[config.mk]
export PLATFORM = sky130hd
export DESIGN_NAME = flash_seq
export DESIGN_NICKNAME = d
export VERILOG_FILES = /design/src/inc/flash_seq_pkg.sv /design/src/design/flash_seq.sv
export SDC_FILE = /design/constraint.sdc
export NUM_CORES = 1
export LEC_CHECK = 0
export BUFFER_PORTS_ARGS = -buffer_cell sky130_fd_sc_hd__buf_2
export CAP_MARGIN = 15
export CELL_PAD_IN_SITES_DETAIL_PLACEMENT = 0
export CELL_PAD_IN_SITES_GLOBAL_PLACEMENT = 1
export CORE_MARGIN = 2
export CORE_UTILIZATION = 30
export CTS_CLUSTER_DIAMETER = 50
export DETAILED_ROUTE_END_ITERATION = 10
export HOLD_SLACK_MARGIN = 0.02
export PLACE_DENSITY = 0.66
export SLEW_MARGIN = 40
export SYNTH_ARGS = -nofsm -noshare
export SYNTH_HDL_FRONTEND = slang
export SYNTH_SLANG_ARGS = --single-unit
[constraint.sdc]
create_clock -name aclk -period 3.47 [get_ports aclk]
set_input_delay 0 -clock aclk [delete_from_list [all_inputs] [get_ports aclk]]
set_output_delay 0 -clock aclk [all_outputs]
set_load 0.1 [all_outputs]
[src/inc/flash_seq_pkg.sv]
// Constants, register map and carrier types of the flash command sequencer.
// Assumes one bus clock and a flash array that answers on that clock.
package flash_seq_pkg;
   // Register byte offsets on the AXI4-Lite slave.
   localparam logic [7:0] STAT_OFF = 8'h00;
   localparam logic [7:0] IDX_OFF = 8'h04;
   localparam logic [7:0] DATA_OFF = 8'h08;
   localparam logic [7:0] RSVD_OFF = 8'h0C;
   localparam logic [7:0] PROT_OFF = 8'h10;
   localparam logic [7:0] SEC_OFF = 8'h14;
   // Status bit positions.
   localparam int DONE_BIT = 7;
   localparam int ACC_BIT = 5;
   localparam int PV_BIT = 4;
   localparam int VHI_BIT = 1;
   localparam int VLO_BIT = 0;
   // Protection byte fields.
   localparam int LO_EN_BIT = 0;
   localparam int HI_EN_BIT = 3;
   localparam logic [7:0] PROT_RST = 8'h00;
   localparam logic [17:0] PROT_SRC = 18'h3FF0C;
   localparam logic [17:0] LOW_BASE = 18'h38000;
   localparam logic [18:0] TOP_END = 19'h40000;
   localparam logic [18:0] HI_UNIT = 19'h00800;
   localparam logic [17:0] LO_UNIT = 18'h00400;
   localparam logic [17:0] SECT_MASK = 18'h001FF;
   localparam logic [1:0] PF_BLK = 2'h3;
   // Command codes.
   localparam logic [7:0] CMD_PROG_PF = 8'h06;
   localparam logic [7:0] CMD_PROG_OTP = 8'h07;
   localparam logic [7:0] CMD_ERASE_BLK = 8'h09;
   localparam logic [7:0] CMD_ERASE_SEC = 8'h0A;
   localparam logic [7:0] CMD_UNSECURE = 8'h0B;
   // Parameter indexes expected at launch.
   localparam logic [2:0] IDX_ONE = 3'h1;
   localparam logic [2:0] IDX_LAST = 3'h5;
   localparam logic [2:0] IDX_ZERO = 3'h0;
   localparam logic [15:0] OTP_MAX = 16'h0007;
   localparam logic [17:0] OTP_BASE = 18'h00000;
   localparam logic [15:0] INVALID_RD = 16'hFFFF;
   // Flash array operations.
   localparam logic [2:0] OP_READ = 3'h0;
   localparam logic [2:0] OP_ERASE = 3'h1;
   localparam logic [2:0] OP_VERIFY = 3'h2;
   localparam logic [2:0] OP_BLANK = 3'h3;
   localparam logic [2:0] OP_PROG = 3'h4;

   typedef enum logic [7:0] {
      ST_BOOT = 8'h01, ST_IDLE = 8'h02, ST_CHECK = 8'h04, ST_ERASE = 8'h08,
      ST_VERIFY = 8'h10, ST_BLANK = 8'h20, ST_PROG = 8'h40,
      ST_FINISH = 8'h80
   } seq_state_t;

   typedef struct packed {
      logic valid;
      logic [2:0] op;
      logic [7:0] cmd;
      logic info;
      logic [17:0] addr;
      logic [63:0] data;
   } flash_req_t;

   typedef struct packed {
      logic done;
      logic rd_err;
      logic ecc_err;
      logic blank;
      logic [15:0] rdata;
   } flash_rsp_t;
endpackage

[src/design/flash_seq.sv]
// Flash command sequencer with AXI4-Lite registers and protection decode.
// Assumes a flash array on aclk that holds done for one cycle per request.
// Behaviour
// - Erase block: code 09 and block bits at word 0, address at word 1.
// - Launch of erase block erases, verifies, then raises the done flag.
// - Erase block with index other than 001 sets access error.
// - Misaligned erase-block address sets access error, no erase.
// - Verify read error sets high status; uncorrectable also low.
// - Erase sector: code 0A, block bits, any address inside sector.
// - Erase sector erases, then verifies, then raises the done flag.
// - Program once: code 07, phrase index 0..7, four data words.
// - Program once checks blank, programs, verifies, then raises the done flag.
// - A phrase already programmed is refused.
// - Flash reads return invalid data during program once.
// - One-time field is eight phrases, 64 bytes, in info area.
// - Program flash with index other than 101 sets access error.
// - Phrase address with low bits not 000 sets access error.
// - Program flash into protected area sets violation, no program.
// - Unsecure erases all, verifies, releases security only on pass.
// - Failed unsecure verify sets high status, security unchanged.
// - Unsecure: index not 000 is access error; protection is violation.
// - Upper size code protects 2, 4, 8 or 16 Kbytes at top.
// - Lower size code protects 1, 2, 4 or 8 Kbytes from base.
// - Protection loads from flash after reset; software may change it.
module flash_seq
   import flash_seq_pkg::*;
(
   // Clock and reset.
   input wire logic aclk,
   input wire logic aresetn,
   // AXI4-Lite write channels.
   input wire logic [7:0] awaddr,
   input wire logic awvalid,
   output logic awready,
   input wire logic [31:0] wdata,
   input wire logic [3:0] wstrb,
   input wire logic wvalid,
   output logic wready,
   output logic [1:0] bresp,
   output logic bvalid,
   input wire logic bready,
   // AXI4-Lite read channels.
   input wire logic [7:0] araddr,
   input wire logic arvalid,
   output logic arready,
   output logic [31:0] rdata,
   output logic [1:0] rresp,
   output logic rvalid,
   input wire logic rready,
   // Flash array.
   output flash_req_t freq,
   input wire flash_rsp_t frsp,
   // Processor read path and security.
   input wire logic [15:0] pf_rdata,
   output logic [15:0] pf_rd_data,
   output logic secured
);
   seq_state_t st_r, st_nxt;
   logic [15:0] param_r [6];
   logic [2:0] idx_r;
   logic [7:0] prot_r;
   logic done_r, acc_r, pv_r, vhi_r, vlo_r, sec_r;
   logic aw_r, w_r, bvalid_r, rvalid_r;
   logic [7:0] awaddr_r;
   logic [31:0] wdata_r, rdata_r;
   logic [3:0] wstrb_r;
   logic [1:0] bresp_r, rresp_r;
   logic [15:0] pf_rd_r;
   flash_req_t req_r, req_nxt;
   logic wr_go, launch, acc_set, pv_set, vhi_set, vlo_set, unsec_ok;
   logic chk_acc, chk_pv, otp_busy;
   logic [7:0] cmd;
   logic [17:0] gaddr, sect_lo;
   logic [15:0] bmask;

   // Upper and lower protected ranges; a hit in either blocks the address.
   function automatic logic prot_hit(input logic [17:0] a);
      logic [18:0] hi_lo;
      logic [17:0] lo_hi;
      hi_lo = TOP_END - (HI_UNIT << prot_r[5:4]);
      lo_hi = LOW_BASE + ((LO_UNIT << prot_r[2:1]) - 18'h00001);
      return (prot_r[HI_EN_BIT] && {1'b0, a} >= hi_lo) ||
         (prot_r[LO_EN_BIT] && a >= LOW_BASE && a <= lo_hi);
   endfunction

   // Bus handshakes; the slave takes address and data in either order.
   assign awready = !aw_r;
   assign wready = !w_r;
   assign arready = !rvalid_r;
   assign bvalid = bvalid_r;
   assign bresp = bresp_r;
   assign rvalid = rvalid_r;
   assign rresp = rresp_r;
   assign rdata = rdata_r;
   assign freq = req_r;
   assign pf_rd_data = pf_rd_r;
   assign secured = sec_r;
   assign wr_go = aw_r && w_r && !bvalid_r;
   assign bmask = {{8{wstrb_r[1]}}, {8{wstrb_r[0]}}};

   // Launch only from an idle sequencer with no access error or protection violation.
   assign launch = wr_go && awaddr_r == STAT_OFF && wstrb_r[0] &&
      wdata_r[DONE_BIT] && done_r && st_r == ST_IDLE && !acc_r && !pv_r;

   assign cmd = param_r[0][15:8];
   assign gaddr = {param_r[0][1:0], param_r[1]};
   assign sect_lo = gaddr & ~SECT_MASK;
   assign otp_busy = !done_r && cmd == CMD_PROG_OTP;

   // Write channel capture and response.
   always_ff @(posedge aclk) begin
      if (!aresetn) begin
         aw_r <= 1'b0;
         w_r <= 1'b0;
         bvalid_r <= 1'b0;
         bresp_r <= 2'h0;
         awaddr_r <= 8'h00;
         wdata_r <= 32'h0000_0000;
         wstrb_r <= 4'h0;
      end else begin
         if (awvalid && awready) begin
            aw_r <= 1'b1;
            awaddr_r <= awaddr;
         end
         if (wvalid && wready) begin
            w_r <= 1'b1;
            wdata_r <= wdata;
            wstrb_r <= wstrb;
         end
         if (wr_go) begin
            aw_r <= 1'b0;
            w_r <= 1'b0;
            bvalid_r <= 1'b1;
            bresp_r <= (awaddr_r <= SEC_OFF && awaddr_r[1:0] == 2'h0) ?
               2'h0 : 2'h2;
         end else if (bready) begin
            bvalid_r <= 1'b0;
         end
      end
   end

   // Read channel; unmapped words answer with a slave error.
   always_ff @(posedge aclk) begin
      if (!aresetn) begin
         rvalid_r <= 1'b0;
         rdata_r <= 32'h0000_0000;
         rresp_r <= 2'h0;
      end else if (arvalid && arready) begin
         rvalid_r <= 1'b1;
         rresp_r <= 2'h0;
         case (araddr)
            STAT_OFF: rdata_r <= {24'h000000, done_r, 1'b0, acc_r, pv_r,
               2'h0, vhi_r, vlo_r};
            IDX_OFF: rdata_r <= {29'h00000000, idx_r};
            DATA_OFF: rdata_r <= (idx_r <= IDX_LAST) ?
               {16'h0000, param_r[idx_r]} : 32'h0000_0000;
            RSVD_OFF: rdata_r <= 32'h0000_0000;
            PROT_OFF: rdata_r <= {24'h000000, prot_r};
            SEC_OFF: rdata_r <= {31'h00000000, sec_r};
            default: begin
               rdata_r <= 32'h0000_0000;
               rresp_r <= 2'h2;
            end
         endcase
      end else if (rready) begin
         rvalid_r <= 1'b0;
      end
   end

   // Index and parameter words; writes while a command runs are dropped.
   always_ff @(posedge aclk) begin
      if (!aresetn) begin
         idx_r <= 3'h0;
         for (int i = 0; i < 6; i++) begin
            param_r[i] <= 16'h0000;
         end
      end else if (wr_go && done_r) begin
         if (awaddr_r == IDX_OFF && wstrb_r[0]) begin
            idx_r <= wdata_r[2:0];
         end
         if (awaddr_r == DATA_OFF && idx_r <= IDX_LAST) begin
            param_r[idx_r] <= (param_r[idx_r] & ~bmask) |
               (wdata_r[15:0] & bmask);
         end
      end
   end

   // Launch checks, picked by command code.
   always_comb begin
      chk_acc = 1'b0;
      chk_pv = 1'b0;
      case (cmd)
         CMD_ERASE_BLK: begin
            chk_acc = idx_r != IDX_ONE;
            if (gaddr[17:16] == PF_BLK) begin
               chk_acc = chk_acc || gaddr[2:0] != 3'h0;
               chk_pv = prot_r[HI_EN_BIT] || prot_r[LO_EN_BIT];
            end else begin
               chk_acc = chk_acc || gaddr[0];
            end
         end
         CMD_ERASE_SEC: begin
            // sector found from any inner address
            chk_acc = idx_r != IDX_ONE || gaddr[17:16] != PF_BLK;
            chk_pv = prot_hit(sect_lo) || prot_hit(sect_lo | SECT_MASK);
         end
         CMD_PROG_OTP: begin
            chk_acc = idx_r != IDX_LAST || param_r[1] > OTP_MAX;
         end
         CMD_PROG_PF: begin
            chk_acc = idx_r != IDX_LAST || gaddr[2:0] != 3'h0;
            chk_pv = prot_hit(gaddr);
         end
         CMD_UNSECURE: begin
            chk_acc = idx_r != IDX_ZERO;
            chk_pv = prot_r[HI_EN_BIT] || prot_r[LO_EN_BIT];
         end
         default: chk_acc = 1'b1;
      endcase
   end

   // Sequencer: each array operation ends on the array's done pulse.
   always_comb begin
      st_nxt = st_r;
      acc_set = 1'b0;
      pv_set = 1'b0;
      vhi_set = 1'b0;
      vlo_set = 1'b0;
      unsec_ok = 1'b0;
      case (st_r)
         ST_BOOT: if (frsp.done) st_nxt = ST_IDLE;
         ST_IDLE: if (launch) st_nxt = ST_CHECK;
         ST_CHECK: begin
            acc_set = chk_acc;
            pv_set = chk_pv && !chk_acc;
            if (chk_acc || chk_pv) st_nxt = ST_FINISH;
            else if (cmd == CMD_PROG_OTP) st_nxt = ST_BLANK;
            else if (cmd == CMD_PROG_PF) st_nxt = ST_PROG;
            else st_nxt = ST_ERASE;
         end
         ST_ERASE: if (frsp.done) st_nxt = ST_VERIFY;
         ST_VERIFY: if (frsp.done) begin
            vhi_set = frsp.rd_err || frsp.ecc_err;
            vlo_set = frsp.ecc_err;
            unsec_ok = cmd == CMD_UNSECURE && !vhi_set;
            st_nxt = ST_FINISH;
         end
         ST_BLANK: if (frsp.done) begin
            acc_set = !frsp.blank;
            st_nxt = frsp.blank ? ST_PROG : ST_FINISH;
         end
         ST_PROG: if (frsp.done) st_nxt = ST_VERIFY;
         ST_FINISH: st_nxt = ST_IDLE;
         default: st_nxt = ST_IDLE;
      endcase
   end

   // Array request for the coming state.
   always_comb begin
      req_nxt = '0;
      req_nxt.cmd = cmd;
      req_nxt.addr = gaddr;
      req_nxt.data = {param_r[5], param_r[4], param_r[3], param_r[2]};
      case (st_nxt)
         ST_BOOT: begin
            req_nxt.valid = 1'b1;
            req_nxt.op = OP_READ;
            req_nxt.addr = PROT_SRC;
         end
         ST_ERASE: begin
            req_nxt.valid = 1'b1;
            req_nxt.op = OP_ERASE;
         end
         ST_VERIFY, ST_BLANK, ST_PROG: begin
            req_nxt.valid = 1'b1;
            req_nxt.op = st_nxt == ST_VERIFY ? OP_VERIFY :
               st_nxt == ST_BLANK ? OP_BLANK : OP_PROG;
            // one-time phrases live in the info area
            if (cmd == CMD_PROG_OTP) begin
               req_nxt.info = 1'b1;
               req_nxt.addr = OTP_BASE + {param_r[1][14:0], 3'h0};
            end
         end
         default: req_nxt.valid = 1'b0;
      endcase
   end

   // State and request registers.
   always_ff @(posedge aclk) begin
      if (!aresetn) begin
         st_r <= ST_BOOT;
         req_r <= '0;
      end else begin
         st_r <= st_nxt;
         req_r <= req_nxt;
      end
   end

   // Status flags; a hardware set wins over a software clear.
   always_ff @(posedge aclk) begin
      if (!aresetn) begin
         done_r <= 1'b0;
         acc_r <= 1'b0;
         pv_r <= 1'b0;
         vhi_r <= 1'b0;
         vlo_r <= 1'b0;
      end else begin
         if (launch) done_r <= 1'b0;
         else if (st_r == ST_FINISH || (st_r == ST_BOOT && frsp.done))
            done_r <= 1'b1;
         if (acc_set) acc_r <= 1'b1;
         else if (wr_go && awaddr_r == STAT_OFF && wstrb_r[0] &&
            wdata_r[ACC_BIT]) acc_r <= 1'b0;
         if (pv_set) pv_r <= 1'b1;
         else if (wr_go && awaddr_r == STAT_OFF && wstrb_r[0] &&
            wdata_r[PV_BIT]) pv_r <= 1'b0;
         // Verify bits are cleared by the next launch.
         if (vhi_set) vhi_r <= 1'b1;
         else if (launch) vhi_r <= 1'b0;
         if (vlo_set) vlo_r <= 1'b1;
         else if (launch) vlo_r <= 1'b0;
      end
   end

   // Protection loads at boot, then follows software writes while idle.
   always_ff @(posedge aclk) begin
      if (!aresetn) begin
         prot_r <= PROT_RST;
      end else if (st_r == ST_BOOT && frsp.done) begin
         prot_r <= frsp.rdata[7:0];
      end else if (wr_go && done_r && awaddr_r == PROT_OFF && wstrb_r[0]) begin
         prot_r <= wdata_r[7:0];
      end
   end

   // Security stays set until an unsecure passes its verify.
   always_ff @(posedge aclk) begin
      if (!aresetn) begin
         sec_r <= 1'b1;
      end else if (unsec_ok) begin
         sec_r <= 1'b0;
      end
   end

   // Processor reads see a fixed pattern while the one-time field programs.
   always_ff @(posedge aclk) begin
      if (!aresetn) begin
         pf_rd_r <= INVALID_RD;
      end else begin
         pf_rd_r <= otp_busy ? INVALID_RD : pf_rdata;
      end
   end
endmodule

# == After elaboration in Yosys (flattened, before gate mapping) ==
# Memory sizes are Yosys's and may differ from the RTL's. A register that Yosys moved wholly into a read port is not among the register bits.
# Index checks and enable logic that the tools add are counted.
# classes
bitwise_logic,5
reduce_logical,82
magnitude_cmp,12
n_eq_ne,30
addsub,3
multipliers,0
shifts,2
n_div,0
mux,56
# ops
op,count
$pmux 16 s5,1
$mux 8,9
$eq 8x4->1 const B,8
$ge 18x19->1,3
$ge 18x18->1 const B,3
$le 18x18->1,3
$pmux 8 s6,1
$eq 8x3->1 const B,5
$eq 8x5->1 const B,5
$pmux 18 s2,1
$logic_and 1x1->1,33
$and 16x16->16,2
$mux 16,2
$mux 1,28
$mux 19,1
$shl 12x2->19 const A,1
$sub 19x19->19 const A,1
$add 18x18->18 const A,1
$shl 11x2->18 const A,1
$sub 18x1->18 const B,1
$eq 8x1->1 const B,2
$eq 8x6->1 const B,2
$eq 8x7->1 const B,2
$gt 16x3->1 const B,1
other kinds (30),73
# totals
reg_bits,138
ram_bits,96
rom_bits,0
input_bits,95
out_inout_bits,153
latchBits,0
n_memories,1
wordCells,216
# mem_list
name,depth,word_bits,rd,rd_clocked_by_memory_dff,write_ports,line,source
param_r,6,16,7,5,6,flash_seq.sv:59,logic [15:0] param_r [6];

# == Depth between registers and ports, before layout ==
# Gate-level depths: netlist of the first run.
# logic_depth
ltp_word,15
mapped_depth,12
mapped_depth_nobuf,12

# == Worst setup path before layout of the first run ==
# Ideal clock, no wire load.
# synth_path
path_type,flip-flop to flip-flop
startpoint,"register bvalid_r, in the netlist bvalid"
endpoint,memory param_r[4][0] (enable)
path_slack_ns,0.392
period_less_slack_ns,3.078
path_buffers,2
arrival_time_ns,2.706
required_time_ns,3.098
stages_incl_launch_ff,10
setup_time_ns,0.372
cell_sequence,dfxtp_1 nand3b_1 or3_1 buf_2 nor3_4 nand2_4 nor2_4 nand3b_4 buf_2 nand2_1
# synth_rtl
element,line,source
from (decl),flash_seq.sv:63,"logic aw_r, w_r, bvalid_r, rvalid_r;"
from (signal assigned),flash_seq.sv:115,bvalid_r <= 1'b0;
from (signal assigned),flash_seq.sv:133,bvalid_r <= 1'b1;
from (signal assigned),flash_seq.sv:137,bvalid_r <= 1'b0;
to (decl),flash_seq.sv:59,

==> results of run 1 <==
final timing paths:
| path | endpoint | cells after the start | start |
|---|---|---|---|
| worst max register to register | freq[75] | 9 | param_r[0][15] |
| worst max-delay path | freq[75] | 9 | param_r[0][15] |
| worst min-delay path | rdata[0] | 6 | araddr[1] |
| worst min register to register | wdata_r[14] | 2 | wdata_r[14] |
cells in the mapped netlist, types with 3 or more instances:
cell	count	area [um^2]
nand2b_1	10	62.6
o2111ai_1	3	26.3
nand4_1	9	56.3
a211oi_1	10	75.1
o22ai_1	6	37.5
a22oi_1	15	113
nor4_1	6	37.5
mux4_2	33	743
a21oi_1	55	275
or3_1	4	25.0
a21o_1	3	22.5
nand2_1	83	312
clkbuf_1	38	143
or2_1	7	43.8
nor2b_1	6	37.5
nor2_1	163	612
or2_2	12	75.1
mux2i_1	49	490
dfxtp_1	187	3740
mux2_2	12	135
inv_1	17	63.8
a31oi_1	6	37.5
nor3b_1	6	45.0
and2_1	74	463
buf_2	10	50.1
buf_4	18	135
edfxtp_1	128	3840
o21ai_0	9	45.0
nand3_1	10	50.1
ha_1	10	125
o21ai_1	5	25.0
nor3_1	10	50.1
nand3b_1	8	60.1
o211ai_1	3	22.5
or4_1	4	30.0
buf_1	8	30.0
area by class of cell:
cell class | instances | area, um^2 | area share
Sequential cell | 315 | 7590 | 0.460
Multi-Input combinational cell | 728 | 4810 | 0.291
Timing Repair Buffer | 308 | 2030 | 0.123
Clock buffer | 48 | 1110 | 0.0676
Tap cell | 539 | 674 | 0.0409
Clock inverter | 26 | 206 | 0.0125
Inverter | 18 | 67.6 | 0.00410
routing by layer:
layer / global-route usage / vias to the layer above / share of wire
met5: 0 / - / 0
met4: 0.0776 / 0 / 0.038
met3: 0.0346 / 81 / 0.059
met2: 0.292 / 307 / 0.49
met1: 0.212 / 4536 / 0.41
li1: - / 4445 / -
kinds of logic (layout without fill, tap and decap cells):
family / after synthesis / in the layout / share of synthesized area
buffers and inverters: 94 / 400 / 0.0354
multiplexers: 94 / 94 / 0.108
other: 2 / 52 / 0.000594
XOR/XNOR: 3 / 3 / 0.00208
adder cells (fa/ha/maj): 10 / 10 / 0.00989
AO/OA/AOI/OAI: 136 / 136 / 0.0708
flip-flops: 315 / 315 / 0.600
AND/OR/NAND/NOR: 433 / 433 / 0.173
placed cells by master (no fill, tap or decap), drive strengths merged, types with 14 or more instances in the layout:
cell and n:
buf 241, clkbuf 48, a22oi 15, dlygate4sd3 67, and2 74, nor2 165, edfxtp 128, or2 19
conb 52, nand2 86, inv 26, mux4 33, o21ai 14, a21oi 56, mux2i 49, dfxtp 187
repair_timing:
action | 4_1_cts | 5_1_grt
endpoints found under the hold margin | 68 | 0
hold buffers | 67 | 0
resized for setup | 0 | 0
where the power goes:
| part | internal, mW | switching [mW] | leakage, nW |
|---|---|---|---|
| Combinational | 0.254 | 0.779 | 3.13 |
| Sequential | 3.98 | 0.108 | 2.86 |
| Clock | 2.41 | 1.68 | 0.646 |
| Total | 6.64 | 2.57 | 6.64 |
state kept, by name, summed over array words and instances (netlist names), 2 cells and up, named ones only:
name,count
param_r,128
awaddr_r,8
wdata_r,16
freq,95
prot_r,8
st_r,8
idx_r,3
pf_rd_data,16
wstrb_r,2
rdata,16
tightest hold or removal path: stages:
cell,delay [ns]
buf_2,0.12
nor3_1,0.08
nand2_1,0.05
o21ai_0,0.08
a22oi_1,0.17
nor2_1,0.05
==> out/qor.yml, run 1 <==
crit_fanout: 23
overflow: 0
ff2ff_setup_slack_ns: 0.50
crit_buf_inv: 2
ys_ff_latch: 315
insertion_delay_ns: 0.56
report.final.hold_viol_count: 0
wire_per_inst_um: 19.1
first_pass_iters: 5
cpMaxStageDelayCell: "nor4_1"
grt_pass1_wl_um: 56600
fin_total_pwr_mw: 9.21
grt_pass1_vias: 9435
cts-root-buf: "clkbuf_16"
status: "finished clean"
path_cells: "nor4_1 -> buf_4 -> nand4_1 -> nor3_1 -> o2111ai_2 -> a21oi_4 -> buf_4 -> mux2i_1 -> a21oi_1"
fin_area_mm2: 0.0165
core_mm2: 0.0418
cpLargestDelayFamily: "simple AND/OR/NAND/NOR gates"
vdd_drop_max_mv: 0.273
drive_gt1_frac: 0.270
hold_path.class: "input pin to register"
grt_max_degree: 72
endpoint_kind: "register"
dp.cells: 1841
cp.required_ns: 3.87
cellLeakagePower_nw: 6.64
skew_ns: 0.0260
syn_avg_cell_area_um2: 11.6
num_rows: 75
cp_slowest_stage_delay_ns: 0.55
clockBufferDepth: 3
fin_crit_sh: 0.856
die_x_um: 209
place_hpwl_um: 27400
slew_violations: 0
fp.dieH_um: 209
cts_tree: "built"
clkTransAtPathRegs_ns: 0.06
synth-edff-count: 128
tns_ns: 0
area_growth_pct: 30.4
pre_cts_slack_ns: 0.574
synth_seq_area_share: 0.600
vias_per_cell: 4.73
hold_ws_ns: 0.0697
io_buffers: 203
tightest_slew_ns: 0.793
synth_cell_types: 73
fin_crit_ns: 2.97
cts_setup_buffers: 0
io_pins: 248
finalNetCount: 1516
fmax_ghz: 0.337
placed_area_mm2: 0.0145
p_per_area_mw_per_mm2: 559
cap_violations: 0
rsz0062_at_grt: "no"
h-tree-depth: 2
crit_type: "register to register"
numCtsBuffers: 40
initial_utilization: 0.303
grt_usage: 0.172
fin_cells: 1982
drc_errors: 0
ant_nets: 0
vias: 9369
postSynth.asyncResetShare: 0
wl_um: 37900
fillerInstances: 3970
setup_ws_ns: 0.500
die_area_mm2: 0.0438
clock_sinks: 315
synth_flop_cell: "dfxtp_1"
synthCells: 1087
setup_viol: 0
cp_common_cell: "buf_4"
antenna_cells: 0
startpoint_type: "register"
grt_antenna_before_repair: 0
max_slew_margin: 0.469
critPathArrivalTime_ns: 3.37
syn_area_mm2: 0.0126
first_iter_violations: 719
yosys_warnings: 0
gp_congestion: 0.823
final_util: 0.395
Note: power is estimated with default switching activity, not from simulation.
==> inputs of run 2 (changes only) <==
--- a/config.mk
+++ b/config.mk
@@ -7,5 +7,4 @@
 export LEC_CHECK = 0
 export BUFFER_PORTS_ARGS = -buffer_cell sky130_fd_sc_hd__buf_2
-export CAP_MARGIN = 15
 export CELL_PAD_IN_SITES_DETAIL_PLACEMENT = 0
 export CELL_PAD_IN_SITES_GLOBAL_PLACEMENT = 1
==> constraint.sdc (replaced) <==
create_clock -name aclk -period 2.9 [get_ports aclk]
set_input_delay 0 -clock aclk [delete_from_list [all_inputs] [get_ports aclk]]
set_output_delay 0 -clock aclk [all_outputs]
set_load 0.02 [all_outputs]
==> out/qor.yml, run 2 (synthesis gave the netlist of run 1 again) <==
ant_nets: 0
drc_errors: 0
crit_type: "register to register"
cellLeakagePower_nw: 6.79
fin_area_mm2: 0.0168
largest_register: "param_r"
antenna_cells: 0
tns_ns: 0
path_cells: "or3_1 -> or3b_1 -> a41oi_2 -> o2111ai_2 -> a21oi_4 -> buf_12 -> mux2i_1 -> a21oi_1"
report.final.hold_viol_count: 0
grt_max_degree: 66
cap_violations: 0
skew_ns: 0.0319
p_per_area_mw_per_mm2: 642
num_rows: 75
rsz0062_at_grt: "no"
numCtsBuffers: 41
grt_pass1_vias: 9523
fin_crit_ns: 2.64
post_cts_resized: 0
final_common_cell: "buf_2"
first_pass_iters: 4
fillerInstances: 4034
dr_wl_met2_um: 18400
grt_antenna_before_repair: 0
die_area_mm2: 0.0438
cts_tree: "built"
drive_gt1_frac: 0.279
die_x_um: 209
wl_um: 38600
grt_usage: 0.175
clock_sinks: 315
critPathArrivalTime_ns: 3.04
hold_path.class: "input pin to register"
clockBufferDepth: 3
clkTransAtPathRegs_ns: 0.06
fmax_ghz: 0.379
place_hpwl_um: 27700
status: "finished clean"
fp.dieH_um: 209
tightest_slew_ns: 0.727
setup_viol: 0
first_iter_violations: 632
cts-root-buf: "clkbuf_16"
wire_per_inst_um: 19.2
io_pins: 248
placed_area_mm2: 0.0147
largest_register_ffs: 128
vias_per_cell: 4.69
layout_common_cells: "203 x buf_2, 186 x dfxtp_1, 163 x nor2_1"
area_growth_pct: 32.5
multi_input_area_mm2: 0.00480
routed.top_layer: "met4"
core_mm2: 0.0418
ff_latch_area_mm2: 0.00759
gp_congestion: 0.851
grt_pass1_wl_um: 57500
overflow: 0
vias: 9422
vdd_drop_max_mv: 0.455
wl_met3_um: 2420
cp_slowest_stage_delay_ns: 0.50
crit_fanout: 23
io_buffers: 203
initial_utilization: 0.303
startpoint_type: "register"
wirelength_met1_um: 16300
cpMaxStageDelayCell: "edfxtp_1"
insertion_delay_ns: 0.57
endpoint_kind: "register"
finalNetCount: 1543
slew_violations: 0
cp.required_ns: 3.30
max_slew_margin: 0.514
h-tree-depth: 2
fin_crit_sh: 0.910
[run 2: layout make-up]
cell class,count,area share
inverter,18,0.00403
timing repair buffer,334,0.134
clock inverter,20,0.0146
multi-input combinational,728,0.287
clock buffer,56,0.0679
sequential,315,0.453
tap,539,0.0402
[run 2: path summary, 6_finish.rpt]
path / start / to / slack, ns / cells past startpoint
setup / recovery: param_r[1][0] / freq[80] / 0.26 / 8
hold / removal: araddr[6] / rdata[0] / 0.15 / 7
setup reg to reg: param_r[1][0] / freq[80] / 0.26 / 8
hold reg to reg: wdata_r[14] / wdata_r[14] / 0.46 / 2
[run 2: layer usage]
layer | up-vias | track usage
met4 | 0 | 0.0805
met1 | 4527 | 0.222
met2 | 319 | 0.288
met3 | 78 | 0.0361
li1 | 4498 | -
met5 | - | 0
[run 2: what timing repair did]
| action | in CTS | in global routing |
|---|---|---|
| buffers inserted | 0 | 0 |
| endpoints found under the hold margin | 75 | 0 |
| hold buffers | 69 | 0 |
[run 2: report_power, final]
part / switching, mW / internal, mW / leakage, nW
sequential: 0.119 / 4.77 / 2.86
combinational: 0.459 / 0.318 / 3.26
clock: 2.03 / 3.08 / 0.669
total: 2.61 / 8.16 / 6.79
[run 2: through the flow]
| step | total power, mW | instances | setup slack [ns] | hold WS, ns | util |
|---|---|---|---|---|---|
| after floorplan | 5.36 | 1137 | 0.0748 | 0.0999 | - |
| after global placement | 5.68 | 1865 | 0.345 | 0.185 | 0.352 |
| after detailed placement | 5.69 | 1865 | 0.292 | 0.184 | 0.352 |
| after CTS | 10.9 | 2010 | 0.267 | 0.116 | 0.401 |
| after global routing | 11.1 | 2010 | 0.0301 | 0.161 | 0.401 |
| final | 10.8 | 2010 | 0.262 | 0.153 | 0.401 |
[run 2: worst max-delay path, delay by kind of cell (launching register included)]
kind,cells,cell delay [ns]
AOI/OAI and AO/OA,4,0.76
and+or+nand+nor,2,0.82
muxes,1,0.23
DFF,1,0.50
buffers and inverters,1,0.18
==> inputs of run 3 (changes only) <==
Settings changed: GPL_ROUTABILITY_DRIVEN set to 0, RECOVER_POWER set to 100.
==> out/qor.yml, run 3 (synthesis gave the netlist of run 1 again) <==
dp.cells: 1865
first_pass_iters: 5
antenna_cells: 0
initial_utilization: 0.303
insertion_delay_ns: 0.57
pwr-share-clk: 0.475
post_cts_resized: 0
clock_sinks: 315
wire_per_inst_um: 19.3
numCtsBuffers: 41
h-tree-depth: 2
fin_area_mm2: 0.0165
ant_nets: 0
finalNetCount: 1543
grt_max_degree: 66
vias: 9438
place_hpwl_um: 27700
cap_violations: 1
fin_crit_sh: 0.965
vdd_drop_max_mv: 0.456
hold_path.class: "input pin to register"
whs_path_depth: 7
grt_pass1_wl_um: 57500
skew_ns: 0.0318
rsz0062_at_grt: "no"
cts-root-buf: "clkbuf_16"
endpoint: "param_r[4][4]"
report.final.hold_viol_count: 0
io_pins: 248
clockBufferDepth: 3
ff2ff_setup_slack_ns: 0.10
final_common_cell: "dfxtp_1"
crit_path_start: "awaddr_r[7]"
clkTransAtPathRegs_ns: 0.06
cpMaxStageDelayCell: "or4_1"
critPathArrivalTime_ns: 3.06
tightest_slew_ns: 1.72
drc_errors: 0
area_growth_pct: 30.4
tns_ns: 0
crit_fanout: 16
core_mm2: 0.0418
fin_crit_ns: 2.80
pre_cts_slack_ns: 0.292
setup_viol: 0
grt_usage: 0.175
crit_type: "register to register"
p_sw_mw: 2.61
vias_per_cell: 4.70
sequentialPowerShare: 0.455
r2r-start: "awaddr_r[7]"
startpoint_type: "register"
grt_antenna_before_repair: 0
slew_violations: 57
cp.required_ns: 3.16
placed_area_mm2: 0.0147
first_iter_violations: 579
multi_input_area_mm2: 0.00477
status: "complete, but fails checks"
reg2reg_depth: 8
drive_gt1_frac: 0.176
switching_share: 0.243
largest_register_ffs: 128
layout_common_cells: "187 x dfxtp_1, 165 x nor2_1, 152 x clkbuf_1"
die_area_mm2: 0.0438
cts_tree: "built"
die_x_um: 209
violations: "capacitance limit, slew limit"
r2r_end: "param_r[4][4]"
cellLeakagePower_nw: 6.18
p_per_area_mw_per_mm2: 651
cp_slowest_stage_delay_ns: 0.51
fmax_ghz: 0.357
fp.dieH_um: 209
fin_cells: 2010
ff_latch_area_mm2: 0.00759
final_util: 0.395
endpoint_kind: "register"
setup_ws_ns: 0.102
intPower_mw: 8.14
largest_register: "param_r"
wl_um: 38800
max_slew_margin: -0.144
grt_pass1_vias: 9523
cts_setup_buffers: 0
path_cells: "or4_1 -> or3_1 -> nor3_4 -> nand2_4 -> nor2_1 -> nand3b_2 -> nand2_1 -> buf_12"
num_rows: 75
io_buffers: 203
fillerInstances: 4114
overflow: 0
p_comb_frac: 0.070
[run 3: cell types whose count changed in the layout (fill, tap and decap cells not counted), moves of 3 or more]
cell	previous run	this run
buf_4	56	38
mux2_1	0	3
and2_0	0	45
buf_2	203	68
clkbuf_1	9	152
clkbuf_2	1	11
and2_1	74	29
mux2_2	12	9
[run 3: repair_timing]
action                                  in CTS  in global routing
hold endpoints to repair                    75                  0
endpoints found under the setup margin       0                  0
hold buffers                                69                  0
[run 3: per-layer routing]
metal | global-route usage | vias to the layer above | wire length [um]
met5 | 0 | - | 0
met4 | 0.0805 | 0 | 1450
met3 | 0.0361 | 72 | 2350
met2 | 0.288 | 330 | 18500
met1 | 0.222 | 4536 | 16500
li1 | - | 4500 | -
[run 3: area by class of cell]
cell class	instances	share of cell area
clock buffers	56	0.0690
clock inverters	20	0.0149
inverters	18	0.00410
multi-input cells	728	0.289
flip-flops and latches	315	0.460
well taps	539	0.0409
repair buffers	334	0.122
[run 3: worst min-delay path by stage]
stage | start | end | slack [ns]
2_1_floorplan | pf_rdata[10] | pf_rd_data[10] | 0.1
3_3_place_gp | rready | rvalid | 0.18
3_5_place_dp | pf_rdata[11] | pf_rd_data[11] | 0.18
4_1_cts | araddr[6] | rdata[0] | 0.12
5_1_grt | pf_rdata[11] | pf_rd_data[11] | 0.16
6_report | araddr[6] | rdata[0] | 0.14
[run 3: critical path: cells and delay by family, from the launching register on]
kind	cells	cell delay (ns)
flops	1	0.30
buf+inv	1	0.19
simple gates	7	2.01
[run 3: metrics by stage]
| stage | hold WS [ns] | power [mW] |
|---|---|---|
| 3_3_place_gp | 0.185 | 5.68 |
| 2_1_floorplan | 0.0999 | 5.36 |
| 3_5_place_dp | 0.184 | 5.69 |
| 6_report | 0.138 | 10.7 |
| 5_1_grt | 0.161 | 11.1 |
| 4_1_cts | 0.116 | 10.9 |
[run 3: power by group through the flow]
| stage | Combinational [mW] | Sequential, mW | Clock [mW] |
|---|---|---|---|
| finish | 0.749 | 4.89 | 5.11 |
| global route | 0.817 | 4.90 | 5.40 |
| CTS | 0.782 | 4.89 | 5.26 |
| detailed placement | 0.708 | 4.98 | 0 |
| global placement | 0.703 | 4.98 | 0 |
| floorplan | 0.358 | 5.00 | 0 |
